==> config.mk <==
export PLATFORM = sky130hd
export DESIGN_NAME = ebc_bus_ctrl
export DESIGN_NICKNAME = d
export VERILOG_FILES = /design/src/hdl/ebc_pkg.sv /design/src/hdl/ebc_bus_ctrl.sv
export SDC_FILE = /design/constraint.sdc
export NUM_CORES = 1
export LEC_CHECK = 0
export ABC_AREA = 1
export BUFFER_PORTS_ARGS = -buffer_cell sky130_fd_sc_hd__buf_2
export CAP_MARGIN = 15
export CORE_AREA = 2 2 138 140
export DETAILED_ROUTE_END_ITERATION = 6
export DIE_AREA = 0 0 140 142
export HOLD_SLACK_MARGIN = 0.15
export PLACE_DENSITY_LB_ADDON = 0.08
export SLEW_MARGIN = 0
export SYNTH_ARGS = -nofsm -noshare
export SYNTH_HDL_FRONTEND = slang
export SYNTH_SLANG_ARGS = --single-unit
==> constraint.sdc <==
create_clock -name i_clk_sys -period 2.6 [get_ports i_clk_sys]
set_input_delay 0.13 -clock i_clk_sys [delete_from_list [all_inputs] [get_ports i_clk_sys]]
set_output_delay 0.13 -clock i_clk_sys [all_outputs]
set_load 0.01 [all_outputs]
==> src/hdl/ebc_pkg.sv <==
// Package for the external bus control block: bus codes, timing, carriers.
// Assumes a single 250 MHz system clock.
package ebc_pkg;
	localparam int CLK_PERIOD_PS = 4000;
	localparam int MICROCYCLE_NS = 600;
	localparam int MICROCYCLE_CYC = (MICROCYCLE_NS * 1000) / CLK_PERIOD_PS;
	localparam int SLOT_CYC = MICROCYCLE_CYC / 4;
	localparam int WAIT_MAX_US = 40;
	localparam int WAIT_MAX_CYC = (WAIT_MAX_US * 1000000) / CLK_PERIOD_PS;
	localparam int PULSE_NS = 300;
	localparam int PULSE_CYC = (PULSE_NS * 1000) / CLK_PERIOD_PS;
	localparam logic [2:0] BUS_IDLE = 3'h0;
	localparam logic [2:0] BUS_INT_VEC = 3'h1;
	localparam logic [2:0] BUS_IND_ADDR = 3'h2;
	localparam logic [2:0] BUS_READ = 3'h3;
	localparam logic [2:0] BUS_ADDR_LATCH = 3'h4;
	localparam logic [2:0] BUS_WR_STROBE = 3'h5;
	localparam logic [2:0] BUS_WRITE = 3'h6;
	localparam logic [2:0] BUS_INT_ACK = 3'h7;
	localparam logic [15:0] DATA_RESET = 16'h0000;

	typedef enum logic [2:0] {
		EBC_OP_NONE,
		EBC_OP_READ,
		EBC_OP_WRITE,
		EBC_OP_IND_READ,
		EBC_OP_INT_ACK
	} ebc_op_t;

	typedef struct packed {
		ebc_op_t op;
		logic [15:0] addr;
		logic [15:0] wdata;
	} ebc_req_t;

	typedef struct packed {
		logic bus_direction;
		logic bus_ctrl_1;
		logic bus_ctrl_2;
	} ebc_code_t;
endpackage : ebc_pkg

==> src/hdl/ebc_bus_ctrl.sv <==
// External bus control of a 16-bit processor: bus sequencer, run/stop,
// bus release, slow-device wait, branch-on-external, interrupt pins.
// Assumes all pins synchronous to i_clk_sys; core issues one op at a time.
`timescale 1ns/100ps
module ebc_bus_ctrl
	import ebc_pkg::*;
(
	input wire logic i_clk_sys, // System clock
	input wire logic i_srst, // Sync reset, high
	input wire logic i_stop_start_toggle, // Run/stop control
	input wire logic i_master_sync_n, // Power-up sync, low
	input wire logic i_bus_release_request_n, // Bus request, low
	input wire logic i_slow_data_ready, // Low requests wait
	input wire logic i_irq_n, // Interrupt request
	input wire logic i_maskable_irq_n, // Maskable interrupt
	input wire logic i_ext_cond_return, // Selected condition
	input wire logic [15:0] i_data_lines, // Data bus in
	input wire logic i_pc_hold_trap, // Hold/trap pin in
	input wire logic i_req_valid, // Core bus request
	input wire ebc_req_t i_req, // Core request
	input wire logic i_insn_end, // Instruction boundary
	input wire logic i_int_enable, // Maskable enabled
	input wire logic i_fetch, // Request is fetch
	input wire logic i_branch_on_external, // External branch
	input wire logic [3:0] i_cond_code, // Branch condition
	input wire logic i_end_of_service, // Terminate interrupt
	input wire logic i_software_interrupt, // Software int
	output logic [15:0] o_data_lines, // Data bus out
	output logic o_data_oe, // Data bus drive
	output ebc_code_t o_bus_code, // Bus control lines
	output logic o_bus_released_n, // Bus acknowledge, low
	output logic o_halted, // Stopped indicator
	output logic [3:0] o_ext_cond_select, // Condition select
	output logic o_branch_taken, // Branch decision
	output logic o_branch_valid, // Decision pulse
	output logic o_pc_hold_trap, // Hold/trap pin out
	output logic o_pc_hold_trap_oe, // Hold/trap drive
	output logic o_end_of_service_pulse, // Terminate pulse
	output logic o_pc_inhibit, // Skip PC increment
	output logic o_int_take, // Start interrupt service
	output logic o_req_ready, // Request accepted
	output logic [15:0] o_rdata, // Read data to core
	output logic o_rdata_valid // Read data pulse
);
	typedef enum {
		ST_SYNC, ST_IDLE, ST_ADDR, ST_WAITCHK, ST_WAIT,
		ST_DATA, ST_STROBE, ST_RELEASED
	} ebc_state_t;

	ebc_state_t state_q;
	ebc_state_t state_d;
	ebc_req_t req_q;
	logic [7:0] slot_cnt_q;
	logic [31:0] wait_cnt_q;
	logic toggle_prev_q;
	logic running_q;
	logic [15:0] data_q;
	logic data_oe_q;
	ebc_code_t code_q;
	logic released_n_q;
	logic [3:0] cond_q;
	logic br_taken_q;
	logic br_valid_q;
	logic [7:0] br_cnt_q;
	logic [7:0] eos_cnt_q;
	logic [7:0] trap_cnt_q;
	logic pc_inh_q;
	logic int_take_q;
	logic irq_pend_q;
	logic ready_q;
	logic [15:0] rdata_q;
	logic rvalid_q;

	wire slot_end = (slot_cnt_q == 8'(SLOT_CYC - 1));
	wire mcyc_end = (slot_cnt_q == 8'(MICROCYCLE_CYC - 1));
	wire toggle_fall = toggle_prev_q & ~i_stop_start_toggle;
	wire bus_req = ~i_bus_release_request_n;
	wire start_ok = running_q & i_req_valid & ~bus_req;
	wire is_write = (req_q.op == EBC_OP_WRITE);
	wire irq_any = ~i_irq_n | (~i_maskable_irq_n & i_int_enable);
	wire wait_tmo = (wait_cnt_q == 32'(WAIT_MAX_CYC - 1));
	// The accepting edge already drives the address, so it must see the
	// incoming request rather than the one still held from before
	wire ebc_req_t req_cur = (state_q == ST_IDLE) ? i_req : req_q;
	wire [2:0] addr_code = (req_cur.op == EBC_OP_IND_READ) ? BUS_IND_ADDR :
		BUS_ADDR_LATCH;
	wire accept = (state_q == ST_IDLE) && start_ok;
	wire addr_oe = (req_cur.op != EBC_OP_INT_ACK) &&
		(req_cur.op != EBC_OP_IND_READ);
	wire read_done = (state_q == ST_DATA) && mcyc_end && !is_write;
	wire int_ack_addr = (state_q == ST_ADDR) &&
		(req_q.op == EBC_OP_INT_ACK);
	wire lines_released = (state_q == ST_RELEASED) && !data_oe_q;
	wire take_now = i_insn_end && (irq_pend_q || irq_any);
	wire [2:0] data_code = (req_q.op == EBC_OP_INT_ACK) ? BUS_INT_VEC :
		is_write ? BUS_WRITE : BUS_READ;

	// Slot counter runs in whole microcycles so waits add full microcycles
	always_comb begin
		state_d = state_q;
		case (state_q)
			ST_SYNC: begin
				if (~i_master_sync_n)
					state_d = ST_SYNC;
				else
					state_d = ST_IDLE;
			end
			ST_IDLE: begin
				// Bus request wins over a waiting core request
				if (bus_req)
					state_d = ST_RELEASED;
				else if (start_ok)
					state_d = ST_ADDR;
			end
			ST_ADDR: begin
				if (mcyc_end) begin
					state_d = ST_WAITCHK;
				end
			end
			ST_WAITCHK: begin
				// Whether to wait is decided only here, end of first slot
				if (slot_end)
					state_d = i_slow_data_ready ? ST_DATA : ST_WAIT;
			end
			ST_WAIT: begin
				// Release may come at any time; resume on microcycle edge
				if (mcyc_end && (i_slow_data_ready || wait_tmo))
					state_d = ST_DATA;
			end
			ST_DATA: begin
				if (mcyc_end) begin
					state_d = is_write ? ST_STROBE : ST_IDLE;
				end
			end
			ST_STROBE: begin
				if (mcyc_end) begin
					state_d = ST_IDLE;
				end
			end
			ST_RELEASED: begin
				if (!bus_req) begin
					state_d = ST_IDLE;
				end
			end
			default: state_d = ST_IDLE;
		endcase
	end

	always_ff @(posedge i_clk_sys) begin
		if (i_srst || (~i_master_sync_n && state_q != ST_SYNC)) begin
			state_q <= ST_SYNC;
			slot_cnt_q <= 8'h00;
		end else begin
			state_q <= state_d;
			// Restart on every state change so each phase counts from zero
			if (state_d != state_q || mcyc_end || state_q == ST_IDLE) begin
				slot_cnt_q <= 8'h00;
			end else begin
				slot_cnt_q <= slot_cnt_q + 8'h01;
			end
		end
	end

	always_ff @(posedge i_clk_sys) begin
		// Saturates at the limit so a stuck device cannot hang the bus
		if (i_srst || state_q != ST_WAIT) begin
			wait_cnt_q <= 32'h00000000;
		end else if (!wait_tmo) begin
			wait_cnt_q <= wait_cnt_q + 32'h00000001;
		end
	end

	always_ff @(posedge i_clk_sys) begin
		if (i_srst) begin
			toggle_prev_q <= 1'b1;
			running_q <= 1'b0;
		end else begin
			toggle_prev_q <= i_stop_start_toggle;
			// Previous sample resets high: a pin held low out of reset gives one falling edge
			if (toggle_fall) begin
				running_q <= ~running_q;
			end
		end
	end

	// Bus driver: one 16-bit word address, no separate I/O space
	always_ff @(posedge i_clk_sys) begin
		if (i_srst) begin
			req_q <= '0;
			data_q <= DATA_RESET;
			data_oe_q <= 1'b0;
			code_q <= BUS_IDLE;
			released_n_q <= 1'b1;
		end else begin
			if (accept) begin
				req_q <= i_req;
			end
			case (state_d)
				ST_ADDR: begin
					code_q <= addr_code;
					data_q <= req_cur.addr;
					data_oe_q <= addr_oe;
				end
				// Address code holds through the check slot and waits
				ST_WAITCHK, ST_WAIT: begin
				end
				ST_DATA: begin
					code_q <= data_code;
					data_q <= req_q.wdata;
					data_oe_q <= is_write;
				end
				ST_STROBE: begin
					code_q <= BUS_WR_STROBE;
					data_oe_q <= 1'b1;
				end
				default: begin
					code_q <= BUS_IDLE;
					data_oe_q <= 1'b0;
				end
			endcase
			if (int_ack_addr) begin
				code_q <= BUS_INT_ACK;
			end
			// Acknowledge only after lines have been idle a cycle
			released_n_q <= ~lines_released;
		end
	end

	// Core side handshake and read capture, apart from the pin drivers
	always_ff @(posedge i_clk_sys) begin
		if (i_srst) begin
			ready_q <= 1'b0;
			rdata_q <= DATA_RESET;
			rvalid_q <= 1'b0;
			pc_inh_q <= 1'b0;
		end else begin
			ready_q <= accept;
			rvalid_q <= read_done;
			pc_inh_q <= read_done & i_fetch & i_pc_hold_trap;
			if (read_done) begin
				rdata_q <= i_data_lines;
			end
		end
	end

	// External branch: hold select, decide after settle time
	always_ff @(posedge i_clk_sys) begin
		if (i_srst) begin
			cond_q <= 4'h0;
			br_cnt_q <= 8'h00;
			br_taken_q <= 1'b0;
			br_valid_q <= 1'b0;
		end else begin
			br_valid_q <= 1'b0;
			if (i_branch_on_external && br_cnt_q == 8'h00) begin
				cond_q <= i_cond_code;
				br_cnt_q <= 8'(SLOT_CYC * 4);
			end else if (br_cnt_q != 8'h00) begin
				br_cnt_q <= br_cnt_q - 8'h01;
				if (br_cnt_q == 8'h01) begin
					br_taken_q <= i_ext_cond_return;
					br_valid_q <= 1'b1;
				end
			end
		end
	end

	// Fixed-width output pulses; a new request restarts the count
	always_ff @(posedge i_clk_sys) begin
		if (i_srst) begin
			eos_cnt_q <= 8'h00;
			trap_cnt_q <= 8'h00;
		end else begin
			if (i_end_of_service) begin
				eos_cnt_q <= 8'(PULSE_CYC);
			end else if (eos_cnt_q != 8'h00) begin
				eos_cnt_q <= eos_cnt_q - 8'h01;
			end
			if (i_software_interrupt) begin
				trap_cnt_q <= 8'(PULSE_CYC);
			end else if (trap_cnt_q != 8'h00) begin
				trap_cnt_q <= trap_cnt_q - 8'h01;
			end
		end
	end

	// Interrupt taken only at an instruction boundary; a request seen
	// mid-instruction is remembered until then
	always_ff @(posedge i_clk_sys) begin
		if (i_srst) begin
			irq_pend_q <= 1'b0;
			int_take_q <= 1'b0;
		end else begin
			int_take_q <= take_now;
			if (take_now) begin
				irq_pend_q <= 1'b0;
			end else if (irq_any) begin
				irq_pend_q <= 1'b1;
			end
		end
	end

	assign o_data_lines = data_q;
	assign o_data_oe = data_oe_q;
	assign o_bus_code = code_q;
	assign o_bus_released_n = released_n_q;
	assign o_halted = ~running_q;
	assign o_ext_cond_select = cond_q;
	assign o_branch_taken = br_taken_q;
	assign o_branch_valid = br_valid_q;
	assign o_pc_hold_trap = (trap_cnt_q != 8'h00);
	assign o_pc_hold_trap_oe = (trap_cnt_q != 8'h00);
	assign o_end_of_service_pulse = (eos_cnt_q != 8'h00);
	assign o_pc_inhibit = pc_inh_q;
	assign o_int_take = int_take_q;
	assign o_req_ready = ready_q;
	assign o_rdata = rdata_q;
	assign o_rdata_valid = rvalid_q;
endmodule : ebc_bus_ctrl

==> results of run 1 <==
[power by group]
part           total (W)  internal, W  leakage [nW]  switching, W
logic           0.000762     0.000345          3.00      0.000417
clock network    0.00276      0.00166         0.295       0.00110
registers        0.00299      0.00291          1.48     0.0000817
[path summary, 6_finish.rpt]
check,end,cells past startpoint,slack (ns),startpoint
hold reg to reg,o_rdata[11]$_SDFFE_PP0P_,2,0.44,o_rdata[11]$_SDFFE_PP0P_
setup reg to reg,o_data_lines[11]$_SDFFE_PP0P_,15,0.21,slot_cnt_q[0]$_SDFF_PP0_
setup / recovery,o_data_lines[11]$_SDFFE_PP0P_,15,0.21,slot_cnt_q[0]$_SDFF_PP0_
hold / removal,state_q[2]$_SDFF_PP0_,4,0.18,i_master_sync_n
[area by class of cell]
cell class,count,area [µm²],share of cell area
inverter,167,627,0.0599
tap,234,293,0.0280
clock buffer,20,457,0.0437
timing repair buffer,202,1410,0.134
multi-input combinational,764,3880,0.371
sequential,181,3630,0.347
clock inverter,11,173,0.0165
[what timing repair did]
action / CTS / global route
buffers inserted: 0 / 1
hold endpoints to repair: 90 / 0
hold buffers: 68 / 0
endpoints found under the setup margin: 0 / 13
gates resized for setup: 0 / 9
[logic make-up (layout without fill, tap and decap cells)]
family	count (synthesis)	after routing	synth area share
buf+inv	195	400	0.0934
other cells	1	29	0.000461
flops	181	181	0.446
simple gates	520	520	0.299
xor+xnor	19	19	0.0205
fa+ha+maj	10	10	0.0154
compound gates	186	186	0.125
[state kept, by name, summed over array words and instances (netlist names), 3 cells and up]
register	count
wait_cnt_q	32
o_bus_code	3
trap_cnt_q	8
state_q	32
req_q	35
o_data_lines	16
slot_cnt_q	8
o_rdata	16
eos_cnt_q	8
br_cnt_q	8
o_ext_cond_select	4
[metal layers]
| metal | track usage | vias up |
|---|---|---|
| li1 | - | 3948 |
| met1 | 0.269 | 3184 |
| met2 | 0.324 | 148 |
| met3 | 0.0478 | 23 |
| met4 | 0.0675 | 0 |
| met5 | 0 | - |
[critical path: cells and delay by family (launching register included)]
| kind | cells | cell delay (ns) |
|---|---|---|
| adders and majority gates | 1 | 0.17 |
| DFF | 1 | 0.40 |
| and+or+nand+nor | 11 | 1.33 |
| buffers and inverters | 3 | 0.35 |
[metrics by stage]
stage	power (W)	hold slack, ns	cell area [µm²]
2_1_floorplan	0.00353	0.202	8230
3_3_place_gp	0.00372	0.306	9100
3_5_place_dp	0.00372	0.310	9100
4_1_cts	0.00657	0.172	10400
5_1_grt	0.00680	0.182	10500
6_report	0.00651	0.183	10500
[cells in the final DEF (no fill, tap or decap), types with 9 or more instances in the layout]
master and count:
nand2_1 186, dfxtp_1 178, nor2_1 167, inv_1 141, buf_2 122, o21ai_0 92
nand3_1 71, dlygate4sd3_1 68, a21oi_1 52, conb_1 29, inv_2 22, o21ai_1 20
nor3_1 19, nor2_2 18, clkbuf_16 17, xor2_1 10, nor3_2 10, buf_4 10
xnor2_1 9, nand4_1 9, ha_1 9
==> results.ini, run 1 <==
[status]
status=finished with violations
violations=DRC

[clock_tree]
cts_tree=done
insertion_delay_ns=0.43
htree_levels=4
cts_max_path_buffers=2
path_clk_slew_ns=0.07
cts_root_buffer=clkbuf_16
cts_sinks=181
cts_buffers=17

[finish]
drive_above_1_share=0.192
nets=1415
area_delta_synth_final_pct=28.7
stdcell_count=1579
nFillCells=1756
n_antenna_cell=0
final_util=0.567

[placed_design]
pre_cts_slack_ns=0.191
dp_hpwl_um=13500
io_buffers=122
dpl.cell_count=1479
gp_congestion=0.941

[timing]
finalHoldViolations=0
timing.final.ws_setup_ns=0.209
finClkSkew_ns=0.0105
maxClockFrequency_mhz=418
tns_ns=0
slew_violations=0
timing.final.crit_share=0.920
setup_viol=0
max_slew_margin=0.603
worstMarginPinSlew_ns=0.594
rsz0062_at_grt=false
period_minus_slack_ns=2.39

[drt]
totalWireLength_um=19500
vias=7303
drt-vias-per-instance=4.63
drc=8
drtAntennaViolNets=0
first_pass_iters=7
drt_iter0_drc=330
wl_met2_um=8690
routed-wl-met3_um=914
wl_per_cell_um=12.3
routed.top_layer=met4
wl_met1_um=9510

[grt]
grt_overflow_total=0
grt_start_max_net_pins=90
track_usage=0.202
antenna_found_initial=0
grt_pass1_vias=7037
grt_pass1_wl_um=32800

[pwr]
power_density_mw_per_mm2=622
ir_worst_vdd_mv=0.399
p_leak_nw=4.77

[synth]
yosys_warnings=0
synth_flop_cell=dfxtp_1
yosys.area.top_type=dfxtp_1
yosysSeqAreaShare=0.446
yosys.cell_count.top_type=nand2_1
netlist_instances=1112
synth_enable_flop_cells=0
synth_seq_cells=181
ys_types=47
avgSynthCellArea_um2=7.31
syn_area_mm2=0.00813
synth_commonest_cells=186 x nand2_1, 181 x dfxtp_1, 168 x nor2_1
postSynth.asyncResetShare=0
yosysTopAreaCellShare=0.446
synthTopCellsByArea=dfxtp_1 45%, nand2_1 8.6%, nor2_1 7.8%

[floorplanning]
die-area_mm2=0.0199
die_w_um=140
io_pins=123
initial_core_util=0.440
rows=50
die_y_um=142
fp.coreArea_mm2=0.0185

[critical_path]
cpPeakStageDelay_ns=0.40
critPathSlowestCell=dfxtp_1
worstPathCellList=ha_1 > inv_1 > nor3_2 > nand2_1 > inv_2 > nor2_1 > nor2_2 > nand3_2 > nand2_2 > nand2_4 > nor2_8 > nand2_8 > buf_12 > nor2_1 > nor3_2
crit_type=flip-flop to flip-flop
required_ns=2.92
end_kind=flip-flop
start_kind=flip-flop
crit_fanout=10
crit_arrival_ns=2.71

[job]
maxCapViolations=0

[min_path]
hold_class=input port to flip-flop

(Power assumes the default switching activity.)
==> run 2, diff against run 1 <==
--- a/config.mk
+++ b/config.mk
@@ -8,9 +8,11 @@
 export ABC_AREA = 1
 export BUFFER_PORTS_ARGS = -buffer_cell sky130_fd_sc_hd__buf_2
 export CAP_MARGIN = 15
-export CORE_AREA = 2 2 138 140
+export CELL_PAD_IN_SITES_DETAIL_PLACEMENT = 1
+export CELL_PAD_IN_SITES_GLOBAL_PLACEMENT = 1
+export CORE_AREA = 2 2 144 146
 export DETAILED_ROUTE_END_ITERATION = 6
-export DIE_AREA = 0 0 140 142
+export DIE_AREA = 0 0 146 148
 export HOLD_SLACK_MARGIN = 0.15
 export PLACE_DENSITY_LB_ADDON = 0.08
 export SLEW_MARGIN = 0
==> run 2 against run 1 <==
Effect of this change: the run now ends clean; clock power fell by 4%; via count increased by 5.0%; non-clock buffer count is 6 higher; total power fell by 0.99%; combinational power up 6.3%; first-iteration DRC count down 0.91%; critical endpoint is now o_data_lines[8]$_SDFFE_PP0P_.
==> results.ini, run 2 (synthesis results as in run 1) <==
[pwr]
power.switching_w=0.00173
power_w=0.00644
power_density_mw_per_mm2=614
ir_worst_vdd_mv=0.420
seqPwrFrac=0.465
pwr-share-clk=0.410
netSwitchingFraction=0.268
internal_power_w=0.00472
p_leak_nw=4.78
comb_power_share=0.126

[finish]
reg_top3=req_q x35, state_q x32, wait_cnt_q x32
area_delta_synth_final_pct=29.1
final_util=0.523
nets=1421
multi_input_area_mm2=0.00387
drive_above_1_share=0.195
largest_register_ff_count=35
top_register=req_q
stdcell_count=1623
seq_area_mm2=0.00363
final_cell_mix=186 x nand2_1, 178 x dfxtp_1, 168 x nor2_1, 139 x inv_1, 122 x buf_2
final_common_cell=nand2_1
nFillCells=2602

[drt]
drt_iter0_drc=327
vias=7670
wl_per_cell_um=14.4
drt-vias-per-instance=4.73
first_pass_iters=4
totalWireLength_um=23400
drc=0
drtAntennaViolNets=0

[placed_design]
dpl.cell_count=1516
dp_hpwl_um=16100
io_buffers=122
pre_cts_slack_ns=0.0509
gp_congestion=0.874

[critical_path]
crit_arrival_ns=2.68
start_kind=flip-flop
end_kind=flip-flop
worstPathCellList=ha_1 > inv_1 > nor3_2 > nand2_1 > inv_2 > nor2_1 > nor2_2 > nand3_2 > nand2_2 > nand2_4 > nor2_8 > nand2_8 > buf_4 > a211oi_2 > nor2_1
required_ns=2.92
cpPeakStageDelay_ns=0.40
path_common_cell=nor2_1
critPathSlowestCell=dfxtp_1
crit_type=flip-flop to flip-flop
crit_fanout=7

[clock_tree]
path_clk_slew_ns=0.07
insertion_delay_ns=0.43
cts_root_buffer=clkbuf_16
cts_sinks=181
cts_max_path_buffers=2
cts_tree=done
cts_buffers=17
htree_levels=4

[min_path]
hold_class=input port to flip-flop

[timing]
finClkSkew_ns=0.0113
setup_viol=0
timing.final.crit_share=0.910
max_slew_margin=0.558
rsz0062_at_grt=false
slew_violations=0
worstMarginPinSlew_ns=0.662
finalHoldViolations=0
period_minus_slack_ns=2.36
maxClockFrequency_mhz=423
timing.final.ws_setup_ns=0.235
tns_ns=0

[floorplanning]
rows=52
initial_core_util=0.406
die_w_um=146
fp.coreArea_mm2=0.0200
io_pins=123
die-area_mm2=0.0216
die_y_um=148

[grt]
track_usage=0.221
grt_pass1_vias=7922
grt_use_met2=0.377
use_met1=0.284
grt_pass1_wl_um=38900
busiest_layer=met2
grt_overflow_total=0
antenna_found_initial=1
grt_start_max_net_pins=44
grt_use_met3=0.0435

[job]
maxCapViolations=0

[status]
status=complete, no violations

## run 2: worst paths after layout
kind / start / slack [ns] / endpoint / depth (start not counted)
max: slot_cnt_q[0]$_SDFF_PP0_ / 0.24 / o_data_lines[8]$_SDFFE_PP0P_ / 15
min reg2reg: o_rdata[1]$_SDFFE_PP0P_ / 0.45 / o_rdata[1]$_SDFFE_PP0P_ / 2
min: i_master_sync_n / 0.20 / state_q[2]$_SDFF_PP0_ / 4
max reg2reg: slot_cnt_q[0]$_SDFF_PP0_ / 0.24 / o_data_lines[8]$_SDFFE_PP0P_ / 15
## run 2: power by group through the flow
| stage | Combinational, W | Clock, W | Sequential [W] |
|---|---|---|---|
| after floorplan | 0.000484 | 0 | 0.00304 |
| after global placement | 0.000675 | 0 | 0.00305 |
| after detailed placement | 0.000697 | 0 | 0.00305 |
| after CTS | 0.000792 | 0.00268 | 0.00299 |
| after global routing | 0.000912 | 0.00281 | 0.00301 |
| final | 0.000810 | 0.00264 | 0.00299 |
## run 2: per-stage QoR
| step | hold slack (ns) | instance area, µm² |
|---|---|---|
| floorplan | 0.202 | 8230 |
| global placement | 0.307 | 9140 |
| detailed placement | 0.310 | 9140 |
| CTS | 0.186 | 10400 |
| global route | 0.217 | 10500 |
| finish | 0.195 | 10500 |
## run 2: cell type report
cell class,count,area share
flip-flops and latches,181,0.346
well taps,270,0.0322
diodes,1,0.000239
clock inverters,13,0.0140
clock buffers,19,0.0422
multi-input cells,764,0.369
inverters,167,0.0598
repair buffers,208,0.137
## run 2: layer usage
metal / routed length, µm / vias up
li1: - / 3952
met1: 11100 / 3589
met2: 11300 / 109
met3: 752 / 20
met4: 290 / 0
met5: 0 / -
## run 2: what timing repair did
action	in CTS	in global routing
hold buffers	71	0
hold endpoints to repair	86	0
buffers inserted	0	3
setup endpoints to repair	0	28
resized for setup	0	11
## run 2: critical path, delay by kind of cell (launching register included)
family	cells	cell delay, ns
buffers and inverters	3	0.38
AOI/OAI and AO/OA	1	0.19
adders and majority gates	1	0.16
and+or+nand+nor	10	1.15
DFF	1	0.40
